### src/pcs_lat_defs.svh
// Register offsets, field positions, reset values and encodings of the PCS control block.
// Assumes a 32-bit Avalon-MM slave with byte addresses; included by the package.
`ifndef PCS_LAT_DEFS_SVH
`define PCS_LAT_DEFS_SVH
`define OFS_CTRL 4'h0
`define OFS_TX_SLIP 4'h4
`define OFS_RX_SLIP 4'h8
`define OFS_STATUS 4'hC
`define CTRL_W 12
`define CTRL_RESET 12'h000
`define SLIP_W 5
`define SLIP_MAX 5'h09
`define ST_CFG_ERR 0
`define ST_REV_PAR 1
`define ST_SLIP_REJ 2
`define ST_WIDTH20 3
`define PWR_P0 2'h0
`define LPBK_NONE 2'h0
`define LPBK_SERIAL 2'h1
`define LPBK_REV_SER 2'h2
`define LPBK_REV_PAR 2'h3
`endif

### src/pcs_lat_pkg.sv
// Types shared by the PCS control block and its helpers.
// Assumes the constants header is on the include path.
`include "pcs_lat_defs.svh"
package pcs_lat_pkg;
  typedef enum logic [2:0] {
    MODE_BASIC = 3'h0,
    MODE_FIXED = 3'h1,
    MODE_SDI = 3'h2,
    MODE_PIPE = 3'h3,
    MODE_XAUI = 3'h4
  } mode_t;
  typedef struct packed {
    logic manual_align;
    logic sdi_3g;
    logic [1:0] lpbk_sel;
    logic byte_ser;
    logic refclk_eq;
    logic pfd_fb;
    logic tx_fifo_reg;
    logic bonded;
    mode_t mode;
  } ctrl_t;
  typedef enum logic [1:0] {
    BUS_IDLE = 2'b01,
    BUS_ANS = 2'b10
  } bus_state_t;
endpackage

### src/pcs_latency_ctrl.sv
// PCS control for fixed latency, SDI configuration and loopback selection.
// Assumes an Avalon-MM master with waitrequest and a word aligner that pulses on sync.
//
// Added by the designer: the Avalon-MM slave port and the register addresses.
`timescale 1ns/1ps
`include "pcs_lat_defs.svh"
module pcs_latency_ctrl #(
  parameter int DW = 10
) (
  // Clock and reset.
  input wire logic sys_clk,
  input wire logic rst_n,
  // Avalon-MM register slave.
  input wire logic [3:0] avs_address,
  input wire logic avs_read,
  input wire logic avs_write,
  input wire logic [31:0] avs_writedata,
  input wire logic [3:0] avs_byteenable,
  output logic [31:0] avs_readdata,
  output logic avs_waitrequest,
  // Word aligner side of the receiver.
  input wire logic [DW-1:0] rx_word,
  input wire logic rx_word_valid,
  output logic rx_word_ready,
  input wire logic aligner_sync,
  input wire logic [4:0] aligner_slip,
  output logic aligner_slip_req,
  output logic [4:0] rx_slip_count,
  // Fabric receive and transmit.
  output logic [DW-1:0] fab_rx_data,
  output logic fab_rx_valid,
  input wire logic fab_rx_ready,
  input wire logic [DW-1:0] fab_tx_data,
  input wire logic fab_tx_valid,
  input wire logic rx_slip_req,
  // PIPE controls.
  input wire logic detect_loopback,
  input wire logic [1:0] power_state,
  // Serializer side and configuration outputs.
  output logic [DW-1:0] ser_tx_data,
  output logic ser_tx_valid,
  output logic serial_lpbk_en,
  output logic rev_serial_lpbk_en,
  output logic rev_par_lpbk_en,
  output logic phase_freq_detector_fb,
  output logic fb_from_coreclk,
  output logic bonded_x4,
  output logic fabric_width_20
);
  if (DW != 8 && DW != 10) begin : g_bad_width
    $error("word width must be 8 or 10");
  end

  ////////////////////////////////////////////////////////////////////////////////
  // Register bus.

  function automatic logic [31:0] be_merge(input logic [31:0] old_v,
                                           input logic [31:0] new_v,
                                           input logic [3:0] be);
    logic [31:0] r;
    r = old_v;
    for (int i = 0; i < 4; i++) begin
      if (be[i]) begin
        r[8*i +: 8] = new_v[8*i +: 8];
      end
    end
    return r;
  endfunction

  pcs_lat_pkg::bus_state_t bus_reg, bus_next;
  pcs_lat_pkg::ctrl_t ctrl_reg, ctrl_next;
  logic [4:0] tx_slip_reg, tx_slip_next;
  logic [4:0] rx_slip_reg, rx_slip_next;
  logic slip_rej_reg, slip_rej_next;
  logic cfg_err_reg, cfg_err_next;
  logic [31:0] rdata_reg, rdata_next;
  logic [31:0] wmerged, status_word;
  logic wr_ctrl, wr_slip, wr_status;
  logic [4:0] slip_wr_val;

  assign status_word = {28'h000_0000, fabric_width_20, slip_rej_reg, rev_par_lpbk_en,
                        cfg_err_reg};

  // Waitrequest stays high until the cycle after a request is seen; writes land then.
  always_comb begin
    bus_next = bus_reg;
    rdata_next = rdata_reg;
    wr_ctrl = 1'b0;
    wr_slip = 1'b0;
    wr_status = 1'b0;
    wmerged = 32'h0000_0000;
    case (bus_reg)
      pcs_lat_pkg::BUS_IDLE: begin
        if (avs_read || avs_write) begin
          bus_next = pcs_lat_pkg::BUS_ANS;
          if (avs_address == `OFS_CTRL) begin
            rdata_next = {20'h0_0000, ctrl_reg};
          end else if (avs_address == `OFS_TX_SLIP) begin
            rdata_next = {27'h000_0000, tx_slip_reg};
          end else if (avs_address == `OFS_RX_SLIP) begin
            rdata_next = {27'h000_0000, rx_slip_reg};
          end else if (avs_address == `OFS_STATUS) begin
            rdata_next = status_word;
          end else begin
            rdata_next = 32'h0000_0000;
          end
        end
      end
      pcs_lat_pkg::BUS_ANS: begin
        bus_next = pcs_lat_pkg::BUS_IDLE;
        if (avs_write) begin
          if (avs_address == `OFS_CTRL) begin
            wr_ctrl = 1'b1;
            wmerged = be_merge({20'h0_0000, ctrl_reg}, avs_writedata, avs_byteenable);
          end else if (avs_address == `OFS_TX_SLIP) begin
            wr_slip = 1'b1;
            wmerged = be_merge({27'h000_0000, tx_slip_reg}, avs_writedata, avs_byteenable);
          end else if (avs_address == `OFS_STATUS) begin
            wr_status = avs_byteenable[0];
            wmerged = avs_writedata;
          end
        end
      end
      default: begin
        bus_next = pcs_lat_pkg::BUS_IDLE;
      end
    endcase
  end

  assign slip_wr_val = wmerged[4:0];

  // A slip beyond nine bits cannot be served; the old value stays and a flag is raised.
  always_comb begin
    ctrl_next = ctrl_reg;
    tx_slip_next = tx_slip_reg;
    slip_rej_next = slip_rej_reg;
    if (wr_ctrl) begin
      ctrl_next = pcs_lat_pkg::ctrl_t'(wmerged[`CTRL_W-1:0]);
    end
    if (wr_status && wmerged[`ST_SLIP_REJ]) begin
      slip_rej_next = 1'b0;
    end
    if (wr_slip) begin
      if (slip_wr_val <= `SLIP_MAX) begin
        tx_slip_next = slip_wr_val;
      end else begin
        slip_rej_next = 1'b1;
      end
    end
  end

  // The count changes only on a sync pulse, so a read between syncs is stable.
  always_comb begin
    rx_slip_next = rx_slip_reg;
    if (aligner_sync && ctrl_reg.manual_align) begin
      rx_slip_next = aligner_slip;
    end
  end

  always_ff @(posedge sys_clk or negedge rst_n) begin
    if (!rst_n) begin
      bus_reg <= pcs_lat_pkg::BUS_IDLE;
      rdata_reg <= 32'h0000_0000;
      ctrl_reg <= pcs_lat_pkg::ctrl_t'(`CTRL_RESET);
      tx_slip_reg <= 5'h00;
      rx_slip_reg <= 5'h00;
      slip_rej_reg <= 1'b0;
    end else begin
      bus_reg <= bus_next;
      rdata_reg <= rdata_next;
      ctrl_reg <= ctrl_next;
      tx_slip_reg <= tx_slip_next;
      rx_slip_reg <= rx_slip_next;
      slip_rej_reg <= slip_rej_next;
    end
  end

  assign avs_waitrequest = (bus_reg != pcs_lat_pkg::BUS_ANS);
  assign avs_readdata = rdata_reg;
  assign rx_slip_count = rx_slip_reg;

  ////////////////////////////////////////////////////////////////////////////////
  // Mode and loopback decode.

  logic bonded_next, pfd_next, coreclk_next, w20_next;
  logic ser_lb_next, rser_lb_next, rpar_next, slipreq_next;
  logic bonded_reg, pfd_reg, coreclk_reg, w20_reg;
  logic ser_lb_reg, rser_lb_reg, rpar_reg, slipreq_reg;
  logic is_fixed, is_sdi, is_pipe;

  assign is_fixed = (ctrl_reg.mode == pcs_lat_pkg::MODE_FIXED);
  assign is_sdi = (ctrl_reg.mode == pcs_lat_pkg::MODE_SDI);
  assign is_pipe = (ctrl_reg.mode == pcs_lat_pkg::MODE_PIPE);

  // Illegal combinations are forced to a safe setting, not obeyed; serial loopback in PIPE and reverse serial in XAUI are not reported.
  always_comb begin
    bonded_next = ctrl_reg.bonded && !is_sdi;
    coreclk_next = bonded_next;
    pfd_next = is_fixed && ctrl_reg.pfd_fb && ctrl_reg.refclk_eq;
    w20_next = ctrl_reg.byte_ser || (is_sdi && ctrl_reg.sdi_3g);
    ser_lb_next = (ctrl_reg.lpbk_sel == `LPBK_SERIAL) && !is_pipe;
    rser_lb_next = (ctrl_reg.lpbk_sel == `LPBK_REV_SER)
                   && (ctrl_reg.mode != pcs_lat_pkg::MODE_XAUI);
    rpar_next = is_pipe && (ctrl_reg.lpbk_sel == `LPBK_REV_PAR)
                && detect_loopback && (power_state == `PWR_P0);
    slipreq_next = rx_slip_req && !is_sdi;
    cfg_err_next = (is_sdi && ctrl_reg.bonded)
                   || (is_sdi && ctrl_reg.sdi_3g && !ctrl_reg.byte_ser)
                   || (ctrl_reg.pfd_fb && !ctrl_reg.refclk_eq)
                   || (ctrl_reg.lpbk_sel == `LPBK_REV_PAR && !is_pipe);
  end

  always_ff @(posedge sys_clk or negedge rst_n) begin
    if (!rst_n) begin
      bonded_reg <= 1'b0;
      pfd_reg <= 1'b0;
      coreclk_reg <= 1'b0;
      w20_reg <= 1'b0;
      ser_lb_reg <= 1'b0;
      rser_lb_reg <= 1'b0;
      rpar_reg <= 1'b0;
      slipreq_reg <= 1'b0;
      cfg_err_reg <= 1'b0;
    end else begin
      bonded_reg <= bonded_next;
      pfd_reg <= pfd_next;
      coreclk_reg <= coreclk_next;
      w20_reg <= w20_next;
      ser_lb_reg <= ser_lb_next;
      rser_lb_reg <= rser_lb_next;
      rpar_reg <= rpar_next;
      slipreq_reg <= slipreq_next;
      cfg_err_reg <= cfg_err_next;
    end
  end

  assign bonded_x4 = bonded_reg;
  assign phase_freq_detector_fb = pfd_reg;
  assign fb_from_coreclk = coreclk_reg;
  assign fabric_width_20 = w20_reg;
  assign serial_lpbk_en = ser_lb_reg;
  assign rev_serial_lpbk_en = rser_lb_reg;
  assign rev_par_lpbk_en = rpar_reg;
  assign aligner_slip_req = slipreq_reg;

  ////////////////////////////////////////////////////////////////////////////////
  // Datapath. The channel adds no scrambling or CRC: words pass bit for bit.

  logic [DW-1:0] lb_word_reg, lb_word_next, tx_stage_reg, tx_stage_next, tx_sel;
  logic lb_valid_reg, lb_valid_next, tx_stage_v_reg, tx_stage_v_next, tx_sel_v;
  logic rx_take;

  // The receive stage is a two-entry buffer: one register while the fabric keeps taking words, more when it stalls.
  rx_word_buffer #(.DW(DW)) u_rx_buf (
    .sys_clk(sys_clk),
    .rst_n(rst_n),
    .in_data(rx_word),
    .in_valid(rx_word_valid),
    .in_ready(rx_word_ready),
    .out_data(fab_rx_data),
    .out_valid(fab_rx_valid),
    .out_ready(fab_rx_ready)
  );

  assign rx_take = rx_word_valid && rx_word_ready;

  always_comb begin
    lb_word_next = rx_take ? rx_word : lb_word_reg;
    lb_valid_next = rx_take;
    tx_stage_next = fab_tx_data;
    tx_stage_v_next = fab_tx_valid;
    if (rpar_reg) begin
      tx_sel = lb_word_reg;
      tx_sel_v = lb_valid_reg;
    end else if (ctrl_reg.tx_fifo_reg || !is_fixed) begin
      tx_sel = tx_stage_reg;
      tx_sel_v = tx_stage_v_reg;
    end else begin
      tx_sel = fab_tx_data;
      tx_sel_v = fab_tx_valid;
    end
  end

  always_ff @(posedge sys_clk or negedge rst_n) begin
    if (!rst_n) begin
      lb_word_reg <= '0;
      lb_valid_reg <= 1'b0;
      tx_stage_reg <= '0;
      tx_stage_v_reg <= 1'b0;
    end else begin
      lb_word_reg <= lb_word_next;
      lb_valid_reg <= lb_valid_next;
      tx_stage_reg <= tx_stage_next;
      tx_stage_v_reg <= tx_stage_v_next;
    end
  end

  tx_bit_slip #(.DW(DW)) u_tx_slip (
    .sys_clk(sys_clk),
    .rst_n(rst_n),
    .in_data(tx_sel),
    .in_valid(tx_sel_v),
    .slip(tx_slip_reg),
    .out_data(ser_tx_data),
    .out_valid(ser_tx_valid)
  );

  ////////////////////////////////////////////////////////////////////////////////
  // Checks.

  a_rx_slip_hold: assert property (
    @(posedge sys_clk) disable iff (!rst_n)
    !aligner_sync |=> $stable(rx_slip_count))
    else $error("slip count moved without a sync");
  a_rx_slip_load: assert property (
    @(posedge sys_clk) disable iff (!rst_n)
    (aligner_sync && ctrl_reg.manual_align) |=> rx_slip_count == $past(aligner_slip))
    else $error("slip count not loaded on sync");
  a_tx_slip_range: assert property (
    @(posedge sys_clk) disable iff (!rst_n)
    tx_slip_reg <= `SLIP_MAX)
    else $error("transmit slip above nine");
  a_sdi_unbonded: assert property (
    @(posedge sys_clk) disable iff (!rst_n)
    $past(is_sdi) && $stable(ctrl_reg) |-> !bonded_x4)
    else $error("SDI mode left bonded");
  a_rev_par_entry: assert property (
    @(posedge sys_clk) disable iff (!rst_n)
    rev_par_lpbk_en |-> $past(detect_loopback && power_state == `PWR_P0 && is_pipe))
    else $error("reverse parallel loopback without P0 request");
  a_serial_not_pipe: assert property (
    @(posedge sys_clk) disable iff (!rst_n)
    serial_lpbk_en |-> $past(!is_pipe))
    else $error("serial loopback in PIPE mode");
  a_loop_word_path: assert property (
    @(posedge sys_clk) disable iff (!rst_n)
    (rpar_reg && rx_take && tx_slip_reg == 5'h00) ##1 rpar_reg
    |=> ser_tx_valid && ser_tx_data == $past(rx_word, 2))
    else $error("looped word not sent to serializer");
  a_pfd_condition: assert property (
    @(posedge sys_clk) disable iff (!rst_n)
    phase_freq_detector_fb |-> $past(ctrl_reg.refclk_eq && is_fixed))
    else $error("feedback enabled without equal clocks");
  a_sdi_no_slip: assert property (
    @(posedge sys_clk) disable iff (!rst_n)
    $past(is_sdi) |-> !aligner_slip_req)
    else $error("slip request passed in SDI mode");
  a_bus_answer: assert property (
    @(posedge sys_clk) disable iff (!rst_n)
    ((avs_read || avs_write) && avs_waitrequest) |=> !avs_waitrequest)
    else $error("bus request not answered next cycle");
endmodule

### src/rx_word_buffer.sv
// Two-entry receive buffer between the word aligner and the fabric.
// Assumes the fabric may stall through out_ready; outputs come from flip-flops.
`timescale 1ns/1ps
module rx_word_buffer #(
  parameter int DW = 10
) (
  // Clock and reset.
  input wire logic sys_clk,
  input wire logic rst_n,
  // Filling side.
  input wire logic [DW-1:0] in_data,
  input wire logic in_valid,
  output logic in_ready,
  // Draining side.
  output logic [DW-1:0] out_data,
  output logic out_valid,
  input wire logic out_ready
);
  logic [DW-1:0] out_data_reg, out_data_next, spare_reg, spare_next;
  logic out_valid_reg, out_valid_next, spare_valid_reg, spare_valid_next;

  // The head word loads straight from the input, so an unstalled word sees one register.
  always_comb begin
    out_data_next = out_data_reg;
    out_valid_next = out_valid_reg;
    spare_next = spare_reg;
    spare_valid_next = spare_valid_reg;
    if (!out_valid_reg || out_ready) begin
      if (spare_valid_reg) begin
        out_data_next = spare_reg;
        out_valid_next = 1'b1;
        spare_valid_next = 1'b0;
      end else begin
        out_data_next = in_data;
        out_valid_next = in_valid;
      end
    end else if (in_valid && !spare_valid_reg) begin
      spare_next = in_data;
      spare_valid_next = 1'b1;
    end
  end

  always_ff @(posedge sys_clk or negedge rst_n) begin
    if (!rst_n) begin
      out_data_reg <= '0;
      out_valid_reg <= 1'b0;
      spare_reg <= '0;
      spare_valid_reg <= 1'b0;
    end else begin
      out_data_reg <= out_data_next;
      out_valid_reg <= out_valid_next;
      spare_reg <= spare_next;
      spare_valid_reg <= spare_valid_next;
    end
  end

  assign in_ready = !spare_valid_reg;
  assign out_data = out_data_reg;
  assign out_valid = out_valid_reg;

  a_buf_one_cycle: assert property (
    @(posedge sys_clk) disable iff (!rst_n)
    (in_valid && in_ready && !out_valid) |=> (out_valid && out_data == $past(in_data)))
    else $error("buffer did not present word one cycle later");
endmodule

### src/tx_bit_slip.sv
// Transmit bit slip: delays the serial stream by a whole number of bits.
// Assumes bit 0 is sent first and slip is at most nine bits, even for an 8-bit word.
`timescale 1ns/1ps
module tx_bit_slip #(
  parameter int DW = 10
) (
  // Clock and reset.
  input wire logic sys_clk,
  input wire logic rst_n,
  // Parallel word in and slip amount.
  input wire logic [DW-1:0] in_data,
  input wire logic in_valid,
  input wire logic [4:0] slip,
  // Slipped word out.
  output logic [DW-1:0] out_data,
  output logic out_valid
);
  logic [DW-1:0] prev_reg, prev_next, prev2_reg, prev2_next, out_reg, out_next;
  logic valid_reg, valid_next;
  logic [3*DW-1:0] pair;

  if (DW < 8) begin : g_bad_width
    $error("word width must be at least 8");
  end

  // Two words of history, so a nine-bit slip still fits when the word is only eight bits.
  always_comb begin
    pair = {in_data, prev_reg, prev2_reg};
    prev_next = in_valid ? in_data : prev_reg;
    prev2_next = in_valid ? prev_reg : prev2_reg;
    out_next = out_reg;
    if (in_valid) begin
      out_next = pair[(2 * DW - int'(slip)) +: DW];
    end
    valid_next = in_valid;
  end

  always_ff @(posedge sys_clk or negedge rst_n) begin
    if (!rst_n) begin
      prev_reg <= '0;
      prev2_reg <= '0;
      out_reg <= '0;
      valid_reg <= 1'b0;
    end else begin
      prev_reg <= prev_next;
      prev2_reg <= prev2_next;
      out_reg <= out_next;
      valid_reg <= valid_next;
    end
  end

  assign out_data = out_reg;
  assign out_valid = valid_reg;

  a_slip_zero_pass: assert property (
    @(posedge sys_clk) disable iff (!rst_n)
    (in_valid && slip == 5'h00) |=> (out_data == $past(in_data)))
    else $error("zero slip changed the word");
endmodule

### config.mk
export PLATFORM = sky130hd
export DESIGN_NAME = pcs_latency_ctrl
export DESIGN_NICKNAME = d
export VERILOG_FILES = /design/src/pcs_lat_pkg.sv /design/src/pcs_latency_ctrl.sv /design/src/rx_word_buffer.sv /design/src/tx_bit_slip.sv
export VERILOG_INCLUDE_DIRS = /design/src /design/src/src
export SDC_FILE = /design/constraint.sdc
export NUM_CORES = 1
export LEC_CHECK = 0
export ABC_AREA = 1
export BUFFER_PORTS_ARGS = -buffer_cell sky130_fd_sc_hd__buf_4
export CORE_MARGIN = 2
export CORE_UTILIZATION = 45
export DETAILED_ROUTE_END_ITERATION = 8
export GPL_ROUTABILITY_DRIVEN = 0
export PLACE_DENSITY = 0.7
export SYNTH_ARGS = -nofsm -noshare
export SYNTH_HDL_FRONTEND = slang
export SYNTH_SLANG_ARGS = --single-unit
### constraint.sdc
create_clock -name sys_clk -period 2.4 [get_ports sys_clk]
set_input_delay 0.12 -clock sys_clk [delete_from_list [all_inputs] [get_ports sys_clk]]
set_output_delay 0.12 -clock sys_clk [all_outputs]
set_load 0.02 [all_outputs]
# After elaboration in Yosys (flattened, before gate mapping)
# Cells that the tools add are included.
[totals] reg_bits=140 latch_bits=0 mem_bits_rw=0 mem_bits_ro=0 inputBits=77 output_inout_bits=69 mem_count=0
[op_classes] n_addsub=1 mul=0 div=0 magnitude_cmp=1 n_eq_ne=16 n_shift=1 n_mux=38 bitwise=1 reduce_logical=39
[op_table] operator="$mux W12" count=6
[op_table] operator="$shiftx A30 B32 Y10" count=1
[op_table] operator="$mux W10" count=3
[op_table] operator="$mux W1" count=20
[op_table] operator="$logic_and A1 B1 Y1" count=17
[op_table] operator="$mux W8" count=2
[op_table] operator="$mux W4" count=3
[op_table] operator="$mux W5" count=2
[op_table] operator="$reduce_and A2 Y1" count=5
[op_table] operator="$eq A4 B4 Y1 const B" count=2
[op_table] operator="$ne A4 B4 Y1 const B" count=2
[op_table] operator="$logic_not A1 Y1" count=7
[op_table] operator="$logic_or A1 B1 Y1" count=7
[op_table] operator="$eq A2 B2 Y1 const B" count=3
[op_table] operator="$eq A3 B2 Y1 const B" count=2
[op_table] operator="$sub A5 B5 Y6 const A" count=1
[op_table] operator="$le A5 B4 Y1 const B" count=1
[op_table] operator="$eq A2 B1 Y1 const B" count=2
[op_table] operator="$eq A4 B3 Y1 const B" count=1
[op_table] operator="$logic_not A4 Y1" count=1
[op_table] operator="$mux W2" count=2
[op_table] operator="$ne A2 B2 Y1 const B" count=2
[op_table] operator="$eq A3 B1 Y1 const B" count=1
[op_table] operator="$ne A3 B3 Y1 const B" count=1
[op_table] operator="other kinds (3)" count=3

# Depth between registers and ports, before layout
# Gate-level depths: netlist of run 1.
[depth] depth_word=10 ltp_mapped=17

# Hierarchy
# Synthesis of run 1 repeated with hierarchy kept, for this count alone.
[hier_totals] cells_unflattened=1000 area_unflattened_um2=7300.8
[by_module_without_submodules] module="pcs_latency_ctrl" n_inst=1 cells_each=382 area_each_um2=3286.9
[by_module_without_submodules] module="tx_bit_slip" n_inst=1 cells_each=489 area_each_um2=2980.4
[by_module_without_submodules] module="rx_word_buffer" n_inst=1 cells_each=129 area_each_um2=1033.5

# Worst setup path before layout of run 1
# OpenSTA, ideal clock, no wires.
[synth_path] path_type="register to register" startpoint="register tx_slip_reg[0]" endpoint="register u_tx_slip.out_reg[9] (netlist: u_tx_slip.out_data[9])" setup_time_ns=0.119 arrival_time_ns=2.125 slack_ns=0.156 stages_incl_launch_ff=15 n_path_buf=4 cell_sequence="dfrtp_1 -> buf_4 -> inv_1 -> buf_2 -> ha_1 -> inv_1 -> buf_2 -> buf_1 -> nand3_1 -> nand3_1 -> nand3_1 -> nand2_1 -> nand2_1 -> nand2_1 -> nand2_1"
[synth_via] elab_chain_len=2
[synth_lines] item="start: declaration" line_no="pcs_latency_ctrl.sv:72" source="logic [4:0] tx_slip_reg, tx_slip_next;"
[synth_lines] item="start signal: assignment" line_no="pcs_latency_ctrl.sv:172" source="tx_slip_reg <= tx_slip_next;"
[synth_lines] item="$sub A5 B5 Y6" line_no="tx_bit_slip.sv:33" source="out_next = pair[(2 * DW - int'(slip)) +: DW];"
[synth_lines] item="$shiftx A30 B32 Y10" line_no="tx_bit_slip.sv:33"
[synth_lines] item="end signal: assignment" line_no="tx_bit_slip.sv:47" source="out_reg <= out_next;"
[synth_lines] item="end: declaration" line_no="tx_bit_slip.sv:18" source="logic [DW-1:0] prev_reg, prev_next, prev2_reg, prev2_next, out_reg, out_next;"
# Every way passes these cells.
# A chain may end at the register's enable or synchronous reset.

# Final worst setup path of run 1
[layout_path] startpoint="register ctrl_reg[0] (netlist bit)" endpoint="register u_tx_slip.out_reg[3] (netlist: u_tx_slip.out_data[3])"
[layout_via] elab_chain_len=6
[layout_lines] item="start: declaration" line_no="pcs_latency_ctrl.sv:71" source="pcs_lat_pkg::ctrl_t ctrl_reg, ctrl_next;"
[layout_lines] item="start signal: assignment" line_no="pcs_latency_ctrl.sv:164" source="ctrl_reg <= pcs_lat_pkg::ctrl_t'(`CTRL_RESET);"
[layout_lines] item="start signal: assignment" line_no="pcs_latency_ctrl.sv:171" source="ctrl_reg <= ctrl_next;"
[layout_lines] item="$eq A3 B1 Y1 (*)" line_no="pcs_latency_ctrl.sv:191" source="assign is_fixed = (ctrl_reg.mode == pcs_lat_pkg::MODE_FIXED);"
[layout_lines] item="$logic_not A1 Y1 (*)" line_no="pcs_latency_ctrl.sv:275" source="end else if (ctrl_reg.tx_fifo_reg || !is_fixed) begin"
[layout_lines] item="$logic_or A1 B1 Y1 (*)" line_no="pcs_latency_ctrl.sv:275"
[layout_lines] item="$mux W10" line_no="pcs_latency_ctrl.sv:275"
[layout_lines] item="$mux W10" line_no="pcs_latency_ctrl.sv:272" source="if (rpar_reg) begin"
[layout_lines] item="$shiftx A30 B32 Y10" line_no="tx_bit_slip.sv:33"
# Every way passes the cells marked *; elsewhere a longest branch is shown, timed or not.

==> impl_results.md, run 1 <==
* Worst Path Required at roughly 2700 ps
* PostCTS Resize Cnt at 0
* Leading area contributor after synthesis: dfrtp_1
* Final TNS setup at 0 ps
* Clk sink count at 120
* Slew HR at 0.601
* Max-Cap Viols at 0
* Die area at 0.0163 mm2
* Status: finished clean
* Top Ports at between 100 and 150
* Synth top area share at 0.432
* Clock Pin Slew Worst Setup and Hold Paths at 60 ps
* Clock H-tree levels at 4
* Mean post-synth cell area at around 7.5 um2
* CP max FO at 22
* Unrepaired setup endpoints after global routing: no
* Initial cell density of the core at 0.457
* Root Driver: clkbuf_16
* Leakage Power at around 0.0044 uW
* Number of synthesized register bits at 120
* Startpoint types: flip-flop
* Final-report hold violation count at 0
* Final Max Slew Viols at 0
* Area grow syn2layout at 28.2%
* Vias per std cell at roughly 5.4
* Largest cells by area after synthesis: dfrtp_1 (43%), nand2_1 (13%), nand3_1 (8.3%)
* Post-synthesis sequential area ratio at 0.436
* Clock Path Buffers at 2
* Residual DRC at 0
* Worst Skew at approximately 9.2 ps
* Share of layout cells above drive strength 1 at 0.200
* Largest net degree at the start of global routing at roughly 50
* Pwr Density at around 990 mW/mm2
* Num CTS Buffers at 17
* Synth Instances at a little over 900
* Port Buffers at just over 100
* CP arrival at about 2500 ps
* Max Fclk at approximately 460 MHz
* Share of synthesized registers carrying an async set or reset at 1.00
* Yosys warns at 0
* Final HPWL DP at approximately 14000 um
* # rows at 45
* Synth cell count leaders: nand2_1 (235), dfrtp_1 (119), nand3_1 (115), inv_1 (73), o21ai_0 (71)
* Most common cell in the netlist: nand2_1
* Post-synth EDFFs at 0
* GRT Util Overall at 0.244
* VDD IR max at between 0.5 and 0.6 mV
* Fin crit period at 2160 ps
* Worst-margin pin slew at ~600 ps
* Number of global-route vias before repair at around 6.4k
* Routed WL at 19100 um
* Synth cell types at 49
* Worst skew pair latency at ~430 ps
* Pre-antenna DRT Iters at 5
* DRT antenna net count at 0
* Top FF cell, synth: dfrtp_1
* Mapped Area at around 0.007 mm2
* Critical path endpoint category: flip-flop
* # diodes at 0
* Gr ovfl total at 0
* Final period utilization at 0.902
* WS Path Type: flip-flop to flip-flop
* Initial drt markers at 578
* Final setup fails at 0
* Post-layout util at 0.586
* Die Height at approximately 130 um
* Initial antenna violation count at 0
* Vias after detailed routing at 6762
* Core box area at ~0.015 mm2
* CTS tree: done
* First-pass GRT wire length at 31500 um
* NumNets Final at ~1.1k
* DR WL/cell at approximately 15 um
* Die Span X at 128 um
* Hold Crit Class: primary input to flip-flop
-- power breakdown --
part	total (uW)	internal (uW)	switching (uW)
logic	3370	1230	2140
clock network	2700	1590	1100
registers	2690	2420	274
total	8760	5240	3520
-- per-layer routing --
layer  share of wire  GRT usage  vias to the layer above
met5               0          0                        -
met4           0.028      0.105                        0
met3           0.062     0.0434                       39
met2            0.47      0.381                      249
met1            0.44      0.336                     3166
li1                -          -                     3308
-- cell usage in the layout (no fill, tap or decap), drive strengths merged, types with 12 or more instances in the layout --
cell type      n
nand2        241
buf          133
dfrtp        119
nand3        116
inv           92
o21ai         81
a21oi         52
nor2          52
dlygate4sd3   39
nand4         31
conb          20
clkbuf        17
or2           13
mux2          12
-- through the flow --
step | instances | hold slack, ps | setup WS (ps) | cell area, um2 | total power, uW
final | 1259 | 22.1 | 235 | 8840 | 8760
after global routing | 1259 | 41.3 | 18.1 | 8840 | 9300
after CTS | 1259 | 4.16 | 245 | 8840 | 8760
after detailed placement | 1188 | 131 | 266 | 7830 | 5980
after global placement | 1188 | 133 | 281 | 7830 | 5940
after floorplan | 936 | -176 | 156 | 6970 | 4930
-- final cells by class --
cell class              instances  area [um2]
fillers                      1380        6250
clock inverters                15         198
clock buffers                  17         425
repair buffers                172        1410
well taps                     188         235
multi-input cells             663        3250
inverters                      84         315
flip-flops and latches        120        3000
-- worst max-delay path, cell delays in order (launching register included) --
cell	delay (ps)
dfrtp_1	430
inv_2	110
nor2_4	40
nand3_2	200
clkinv_1	120
nand2_1	70
nand2_1	40
nand2_1	60
nand2_2	70
inv_2	340
nor2_1	120
inv_2	120
nor2_2	60
a22o_1	180
inv_1	50
nand2_1	40
-- logic make-up after synthesis --
kind of cell | synth area share
compound gates | 0.138
xor+xnor | 0.00363
fa+ha+maj | 0.00181
buf+inv | 0.103
flops | 0.436
mux | 0.0196
other cells | 0.000544
simple gates | 0.298
-- path summary, 6_finish.rpt --
kind / startpoint / slack (ps) / depth (start not counted) / endpoint
setup / recovery: ctrl_reg[0] / 240 / 15 / u_tx_slip.out_data[3]
hold / removal: avs_write / 20 / 3 / bus_reg[1]
setup reg to reg: ctrl_reg[0] / 240 / 15 / u_tx_slip.out_data[3]
hold reg to reg: lb_word_reg[0] / 480 / 2 / lb_word_reg[0]
max in group asynchronous: rst_n / 1530 / 3 / lb_word_reg[3]
min in group asynchronous: rst_n / 220 / 2 / rx_slip_count[4]
-- what timing repair did --
item / in CTS / in global routing
hold buffers: 39 / 0
endpoints found under the hold margin: 88 / 0
buffers inserted: 0 / 0
No activity file was read; power rests on OpenSTA's default activity.
==> run 2, diff against run 1 <==
--- a/config.mk
+++ b/config.mk
@@ -7,12 +7,13 @@
 export NUM_CORES = 1
 export LEC_CHECK = 0
 export ABC_AREA = 1
-export BUFFER_PORTS_ARGS = -buffer_cell sky130_fd_sc_hd__buf_4
+export ABC_CLOCK_PERIOD_IN_PS = 2400
 export CORE_MARGIN = 2
 export CORE_UTILIZATION = 45
 export DETAILED_ROUTE_END_ITERATION = 8
+export DONT_BUFFER_PORTS = 1
 export GPL_ROUTABILITY_DRIVEN = 0
-export PLACE_DENSITY = 0.7
+export HOLD_SLACK_MARGIN = 0.08
 export SYNTH_ARGS = -nofsm -noshare
 export SYNTH_HDL_FRONTEND = slang
 export SYNTH_SLANG_ARGS = --single-unit
==> run 2 against run 1 <==
The flow now finishes with violations (negative hold slack). Register-to-register slack gained 50 ps. Die area did not move. Clock power barely moved. Sequential share of layout area rose by 3.1 points. Clock skew rose by 3.2 ps. Cell count down 7.8%. Final area shrank 8.3%. Worst setup slack improved by 47 ps. Worst hold slack worse by 630 ps. Count of clock-buffer cells in the layout is 1 higher. Wire length is 0.96% lower. First-iteration DRC count decreased by 19%. Largest cell class unchanged. Largest power group is now registers. Highest routed layer unchanged.
==> impl_results.md, run 2 (same netlist as run 1, synthesis figures left out) <==
* Sw Ratio at 0.398 (-0.00370)
* Final Max Slew Viols at 0 (unchanged)
* Critical path endpoint category: flip-flop
* Root Driver: clkbuf_16
* Port Buffers at 0 (-100%)
* GRT Util Overall at 0.242 (-0.00250)
* Worst skew pair latency at 430 ps (about the same)
* Final HPWL DP at 13300 um (-3.3%)
* Top Ports at 146 (unchanged)
* Worst-margin pin slew at 635 ps (+37.1 ps)
* Fin crit period at 2120 ps (-47.4 ps)
* Multi-input combinational cell area at 0.00325 mm2 (unchanged)
* Pre-antenna DRT Iters at 7 (+2)
* Clock Path Buffers at 2 (unchanged)
* Most common cell after layout, fill and taps aside: nand2_1
* Area grow syn2layout at 17.6%
* Hold slack at -605 ps (-627 ps)
* Final period utilization at 0.882 (-0.0198)
* Initial antenna violation count at 0 (unchanged)
* Hold Crit Class: primary input to asynchronous set/reset pin
* DR WL/cell at 16.3 um (+7.4%)
* Number of global-route vias before repair at 5996 (-5.7%)
* Leakage Power at 0.00391 uW (-11%)
* Pwr Density at 1030 mW/mm2 (+4.2%)
* Sequential cell area at 0.00300 mm2 (unchanged)
* Vias after detailed routing at 6202 (-8.3%)
* Commonest cells after routing, fill and taps aside: nand2_1 (235), dfrtp_1 (119), nand3_1 (115)
* Clk sink count at 120 (unchanged)
* Final setup fails at 0 (unchanged)
* Total Power at 8370 uW (-4.4%)
* NumNets Final at 1038 (-8.6%)
* DP Area at 0.00702 mm2 (-10%)
* Die area at 0.0163 mm2 (unchanged)
* CP arrival at 2480 ps (about the same)
* Sw power at 3330 uW (-5.3%)
* CP max FO at 22 (unchanged)
* Routed WL at 19000 um (-0.96%)
* Layout filler cell count at 1495 (+8.3%)
* Failing checks: negative hold slack
* VDD IR max at 0.619 mV (+16%)
* Max Fclk at 472 MHz (+2.2%)
* Core box area at 0.0151 mm2 (unchanged)
* Vias per std cell at 5.34 (-0.54%)
* Max-Cap Viols at 0 (unchanged)
* Die Height at 128 um (unchanged)
* Die Span X at 128 um (unchanged)
* Initial cell density of the core at 0.457 (unchanged)
* Clock power share at 0.321 (+0.013)
* Critical path launch point: tx_slip_reg[0]
* FF-to-FF End: u_tx_slip.out_data[5]
* Unrepaired setup endpoints after global routing: no
* Setup Fix Bufs, Post-CTS at 0 (unchanged)
* # diodes at 0 (unchanged)
* Gr ovfl total at 0 (unchanged)
* Num CTS Buffers at 17 (unchanged)
* Worst Skew at 12.3 ps (+3.15 ps)
* Post-layout util at 0.538 (-0.0483)
* Worst Path Required at 2760 ps (+50 ps)
* Slew HR at 0.576 (-0.0248)
* Crit path to: u_tx_slip.out_data[5]
* Sequential group share of total power at 0.353 (+0.046)
* Share of layout cells above drive strength 1 at 0.110 (-0.0898)
* # rows at 45 (unchanged)
* Initial drt markers at 469 (-19%)
* Int Pwr at 5040 uW (-3.8%)
* Clock H-tree levels at 4 (unchanged)
* Reg-to-reg critical path startpoint: tx_slip_reg[0]
* Largest net degree at the start of global routing at 121 (+140%)
* Hold_buf cts at 47 (+21%)
* Clock Pin Slew Worst Setup and Hold Paths at 60 ps (about the same)
* Startpoint types: flip-flop
* First-pass GRT wire length at 30900 um (-1.9%)
* Internal reg-to-reg setup slack at 280 ps (+50 ps)
* Reg2Reg Depth at 13 (-2)
* DRT antenna net count at 0 (unchanged)
* Final Instance Area at 0.00811 mm2 (-8.3%)
* Status: complete, but fails checks
* Final-report hold violation count at 120 (+120)
* WS Path Type: flip-flop to flip-flop
* Combinational share of power at 0.325 (-0.060)
* CTS tree: done
* Final TNS setup at 0 ps (unchanged)
* Residual DRC at 0 (unchanged)
run 2: cell types whose count changed in the layout (fill, tap and decap cells not counted), sizes merged:
cell,before,now
clkbuf,17,18
dlygate4sd3,39,47
bufinv,2,3
clkinv,4,5
clkinvlp,1,2
buf,133,27
inv,92,88
run 2: worst min-delay path by stage:
stage	end	depth (start not counted)
finish	tx_slip_reg[2]	0
CTS	u_tx_slip.prev_reg[1]	0
global route	avs_readdata[11]	0
global placement	rx_slip_count[2]	0
detailed placement	rx_slip_count[2]	0
floorplan	aligner_slip_req	0
run 2: power by group through the flow:
stage	logic, uW	registers (uW)	clock network (uW)
5_1_grt	3080	3010	2830
2_1_floorplan	2040	2890	0
3_3_place_gp	2600	2990	0
6_report	2720	2960	2690
3_5_place_dp	2610	2990	0
4_1_cts	2690	2960	2730
run 2: layout make-up:
| cell class | count | area share |
|---|---|---|
| multi-input cells | 663 | 0.401 |
| flip-flops and latches | 120 | 0.370 |
| repair buffers | 74 | 0.0850 |
| clock buffers | 18 | 0.0529 |
| inverters | 84 | 0.0389 |
| well taps | 188 | 0.0290 |
| clock inverters | 14 | 0.0233 |
run 2: layer usage:
layer / vias to the layer above / global-route usage / part of all wire
li1: 3111 / - / -
met1: 2875 / 0.335 / 0.46
met2: 191 / 0.376 / 0.46
met3: 25 / 0.0668 / 0.063
met4: 0 / 0.0653 / 0.016
met5: - / 0 / 0
run 2: critical path, cell delays in order (launching register included):
cell and delay (ps):
dfrtp_1 370, buf_4 200, o21ai_2 150, nand2_2 90, nand2_4 210, buf_12 180, nand4_1 140, nand3_1 130
nand2_1 100, nand2_1 70, nand2_1 40, o21ai_0 200, nand2_1 100, nand2_1 60
run 2: timing repair:
| action | in CTS | in global routing |
|---|---|---|
| resized for setup | 0 | 1 |
| endpoints found under the setup margin | 0 | 1 |
| hold endpoints to repair | 190 | 120 |
run 2: metrics by stage:
step	instances	setup WS [ps]	hold WS (ps)
3_3_place_gp	1082	332	-167
2_1_floorplan	936	156	-176
3_5_place_dp	1082	311	-167
6_report	1161	283	-605
5_1_grt	1161	61.7	-626
4_1_cts	1161	289	-614
==> run 3, diff against run 2 <==
--- a/config.mk
+++ b/config.mk
@@ -14,6 +14,7 @@
 export DONT_BUFFER_PORTS = 1
 export GPL_ROUTABILITY_DRIVEN = 0
 export HOLD_SLACK_MARGIN = 0.08
+export REMOVE_ABC_BUFFERS = 1
 export SYNTH_ARGS = -nofsm -noshare
 export SYNTH_HDL_FRONTEND = slang
 export SYNTH_SLANG_ARGS = --single-unit
==> run 3 against run 2 <==
The run still ends with negative hold slack left. Non-clock buffer count grew 4. Total power shrank 0.34%. Critical path depth shrank 6. Via count grew 0.71%. Wire length shrank 0.61%. Sequential power is essentially flat. Global-route usage shrank 0.33 points. Sequential cell count is the same. Utilization grew 0.091 points. Critical path type unchanged. Largest cell class unchanged.
==> impl_results.md, run 3 (same netlist as run 1, synthesis figures left out) <==
* Post-layout util at 0.538 (+0.000912)
* Setup Fix Bufs, Post-CTS at 0 (unchanged)
* Clock H-tree levels at 4 (unchanged)
* Final worst slack at 197 ps (-85.9 ps)
* Pwr Density at 1030 mW/mm2 (-0.51%)
* Final Instance Area at 0.00813 mm2 (+0.17%)
* Worst skew pair latency at 410 ps (-20 ps)
* DRT antenna net count at 0 (unchanged)
* Slew HR at 0.635 (+0.0591)
* CTS tree: done
* WS Path Type: flip-flop to flip-flop
* Vias per std cell at 5.36 (+0.36%)
* Vias after detailed routing at 6246 (+0.71%)
* Clk sink count at 120 (unchanged)
* M1 GR Usage at 0.324 (-0.0102)
* Worst-margin pin slew at 546 ps (-89.3 ps)
* CP max FO at 11 (-50%)
* Final Max Slew Viols at 0 (unchanged)
* Hold_buf cts at 49 (+4.3%)
* Status: complete, but fails checks
* Largest net degree at the start of global routing at 121 (unchanged)
* Final HPWL DP at 13300 um (about the same)
* Final period utilization at 0.918 (+0.0358)
* Failing checks: negative hold slack
* Number of global-route vias before repair at 6009 (+0.22%)
* Commonest cells after routing, fill and taps aside: nand2_1 (235), dfrtp_1 (119), nand3_1 (115)
* Fin crit period at 2200 ps (+85.9 ps)
* DR WL/cell at 16.2 um (-0.95%)
* Initial drt markers at 429 (-8.5%)
* Hold slack at -597 ps (+8.08 ps)
* Hold Crit Class: primary input to asynchronous set/reset pin
* Critical path endpoint category: flip-flop
* Worst Path Required at 2690 ps (-70 ps)
* Buf/Inv on CP at 2 (unchanged)
* Worst Skew at 8.47 ps (-3.87 ps)
* Clock Pin Slew Worst Setup and Hold Paths at 60 ps (about the same)
* DP Cell Count at 1084 (+0.18%)
* Port Buffers at 0 (unchanged)
* Num CTS Buffers at 17 (unchanged)
* PostCTS Resize Cnt at 0 (unchanged)
* Root Driver: clkbuf_16
* Final setup fails at 0 (unchanged)
* Max-Cap Viols at 0 (unchanged)
* GRT Util Overall at 0.239 (-0.00326)
* Startpoint types: flip-flop
* Area grow syn2layout at 17.8%
* # diodes at 0 (unchanged)
* DP Worst Slack at 252 ps (-59.2 ps)
* Top Ports at 146 (unchanged)
* Initial antenna violation count at 0 (unchanged)
* Non-filler instance count after layout at 1165 (+0.34%)
* Met3 usage at 0.0442 (-0.0225)
* CP cell instances: nor2_1, nand2_1, nor2_1, buf_4, nand2_1, mux2_2, dlygate4sd3_1
* NumNets Final at 1042 (+0.39%)
* Gr ovfl total at 0 (unchanged)
* CP arrival at 2500 ps (+20 ps)
* Top Family by Delay on Critical Path: buffers and inverters
* Final-report hold violation count at 120 (unchanged)
* Initial cell density of the core at 0.457 (unchanged)
* # rows at 45 (unchanged)
* Routed WL at 18800 um (-0.61%)
* Residual DRC at 0 (unchanged)
* Die Height at 128 um (unchanged)
* Most Crowded Layer GR: met2
* Share of layout cells above drive strength 1 at 0.111 (+0.000573)
* Die Span X at 128 um (unchanged)
* Levels on crit path at 7 (-6)
* First-pass GRT wire length at 31000 um (+0.22%)
* Reg2Reg Depth at 7 (-6)
* Most common cell after layout, fill and taps aside: nand2_1
* DP Area at 0.00702 mm2 (about the same)
* Core box area at 0.0151 mm2 (unchanged)
* Crit-path slowest cell: dlygate4sd3_1
* Die area at 0.0163 mm2 (unchanged)
* Unrepaired setup endpoints after global routing: no
* Clock Path Buffers at 2 (unchanged)
* Leakage Power at 0.00393 uW (+0.34%)
* CP peak stage delay at 560 ps (+190 ps)
* Pre-antenna DRT Iters at 5 (-2)
* Met2 usage at 0.388 (+0.0116)
* Max Fclk at 454 MHz (-3.9%)
* VDD IR max at 0.529 mV (-14%)
-- run 3: changes by cell type in the layout (fill, tap and decap cells not counted) --
| cell | delta |
|---|---|
| buf_12 | -1 |
| buf_4 | +4 |
| clkbuf_1 | +1 |
| buf_6 | -1 |
| dlygate4sd3_1 | +2 |
| inv_6 | -1 |
| inv_8 | -2 |
| clkbuf_8 | +1 |
| clkinv_4 | +1 |
-- run 3: routing by layer --
layer,routed length [um],part of all wire
met2,8890,0.47
met5,0,0
met1,8590,0.46
met3,1030,0.055
met4,321,0.017
-- run 3: power by group --
part | leakage (uW) | switching (uW) | internal, uW
sequential | 0.00149 | 558 | 2420
clock | 0.000292 | 990 | 1680
combinational | 0.00214 | 1760 | 942
total | 0.00393 | 3310 | 5040
-- run 3: path summary, 6_finish.rpt --
| kind | from | endpoint | slack, ps |
|---|---|---|---|
| min in group sys_clk | avs_byteenable[1] | ctrl_reg[11] | 80 |
| hold reg to reg | lb_word_reg[4] | lb_word_reg[4] | 480 |
| setup / recovery | bus_reg[0] | ctrl_reg[5] | 200 |
| max in group asynchronous | rst_n | bus_reg[0] | 2820 |
| hold / removal | rst_n | avs_readdata[4] | -600 |
| setup reg to reg | bus_reg[0] | ctrl_reg[5] | 200 |
-- run 3: metrics by stage --
| stage | hold slack, ps | TNS (ps) | power [uW] |
|---|---|---|---|
| after CTS | -620 | 0 | 8360 |
| after global placement | -172 | 0 | 5580 |
| after detailed placement | -172 | 0 | 5600 |
| after global routing | -612 | 0 | 8860 |
| final | -597 | 0 | 8350 |
| after floorplan | -176 | -12320 | 4770 |
-- run 3: final cells by class --
| class | instances | area [um2] |
|---|---|---|
| repair buffers | 78 | 708 |
| flip-flops and latches | 120 | 3000 |
| fillers | 1436 | 6960 |
| clock buffers | 20 | 447 |
| multi-input cells | 663 | 3250 |
| clock inverters | 12 | 166 |
| inverters | 84 | 315 |
| well taps | 188 | 235 |
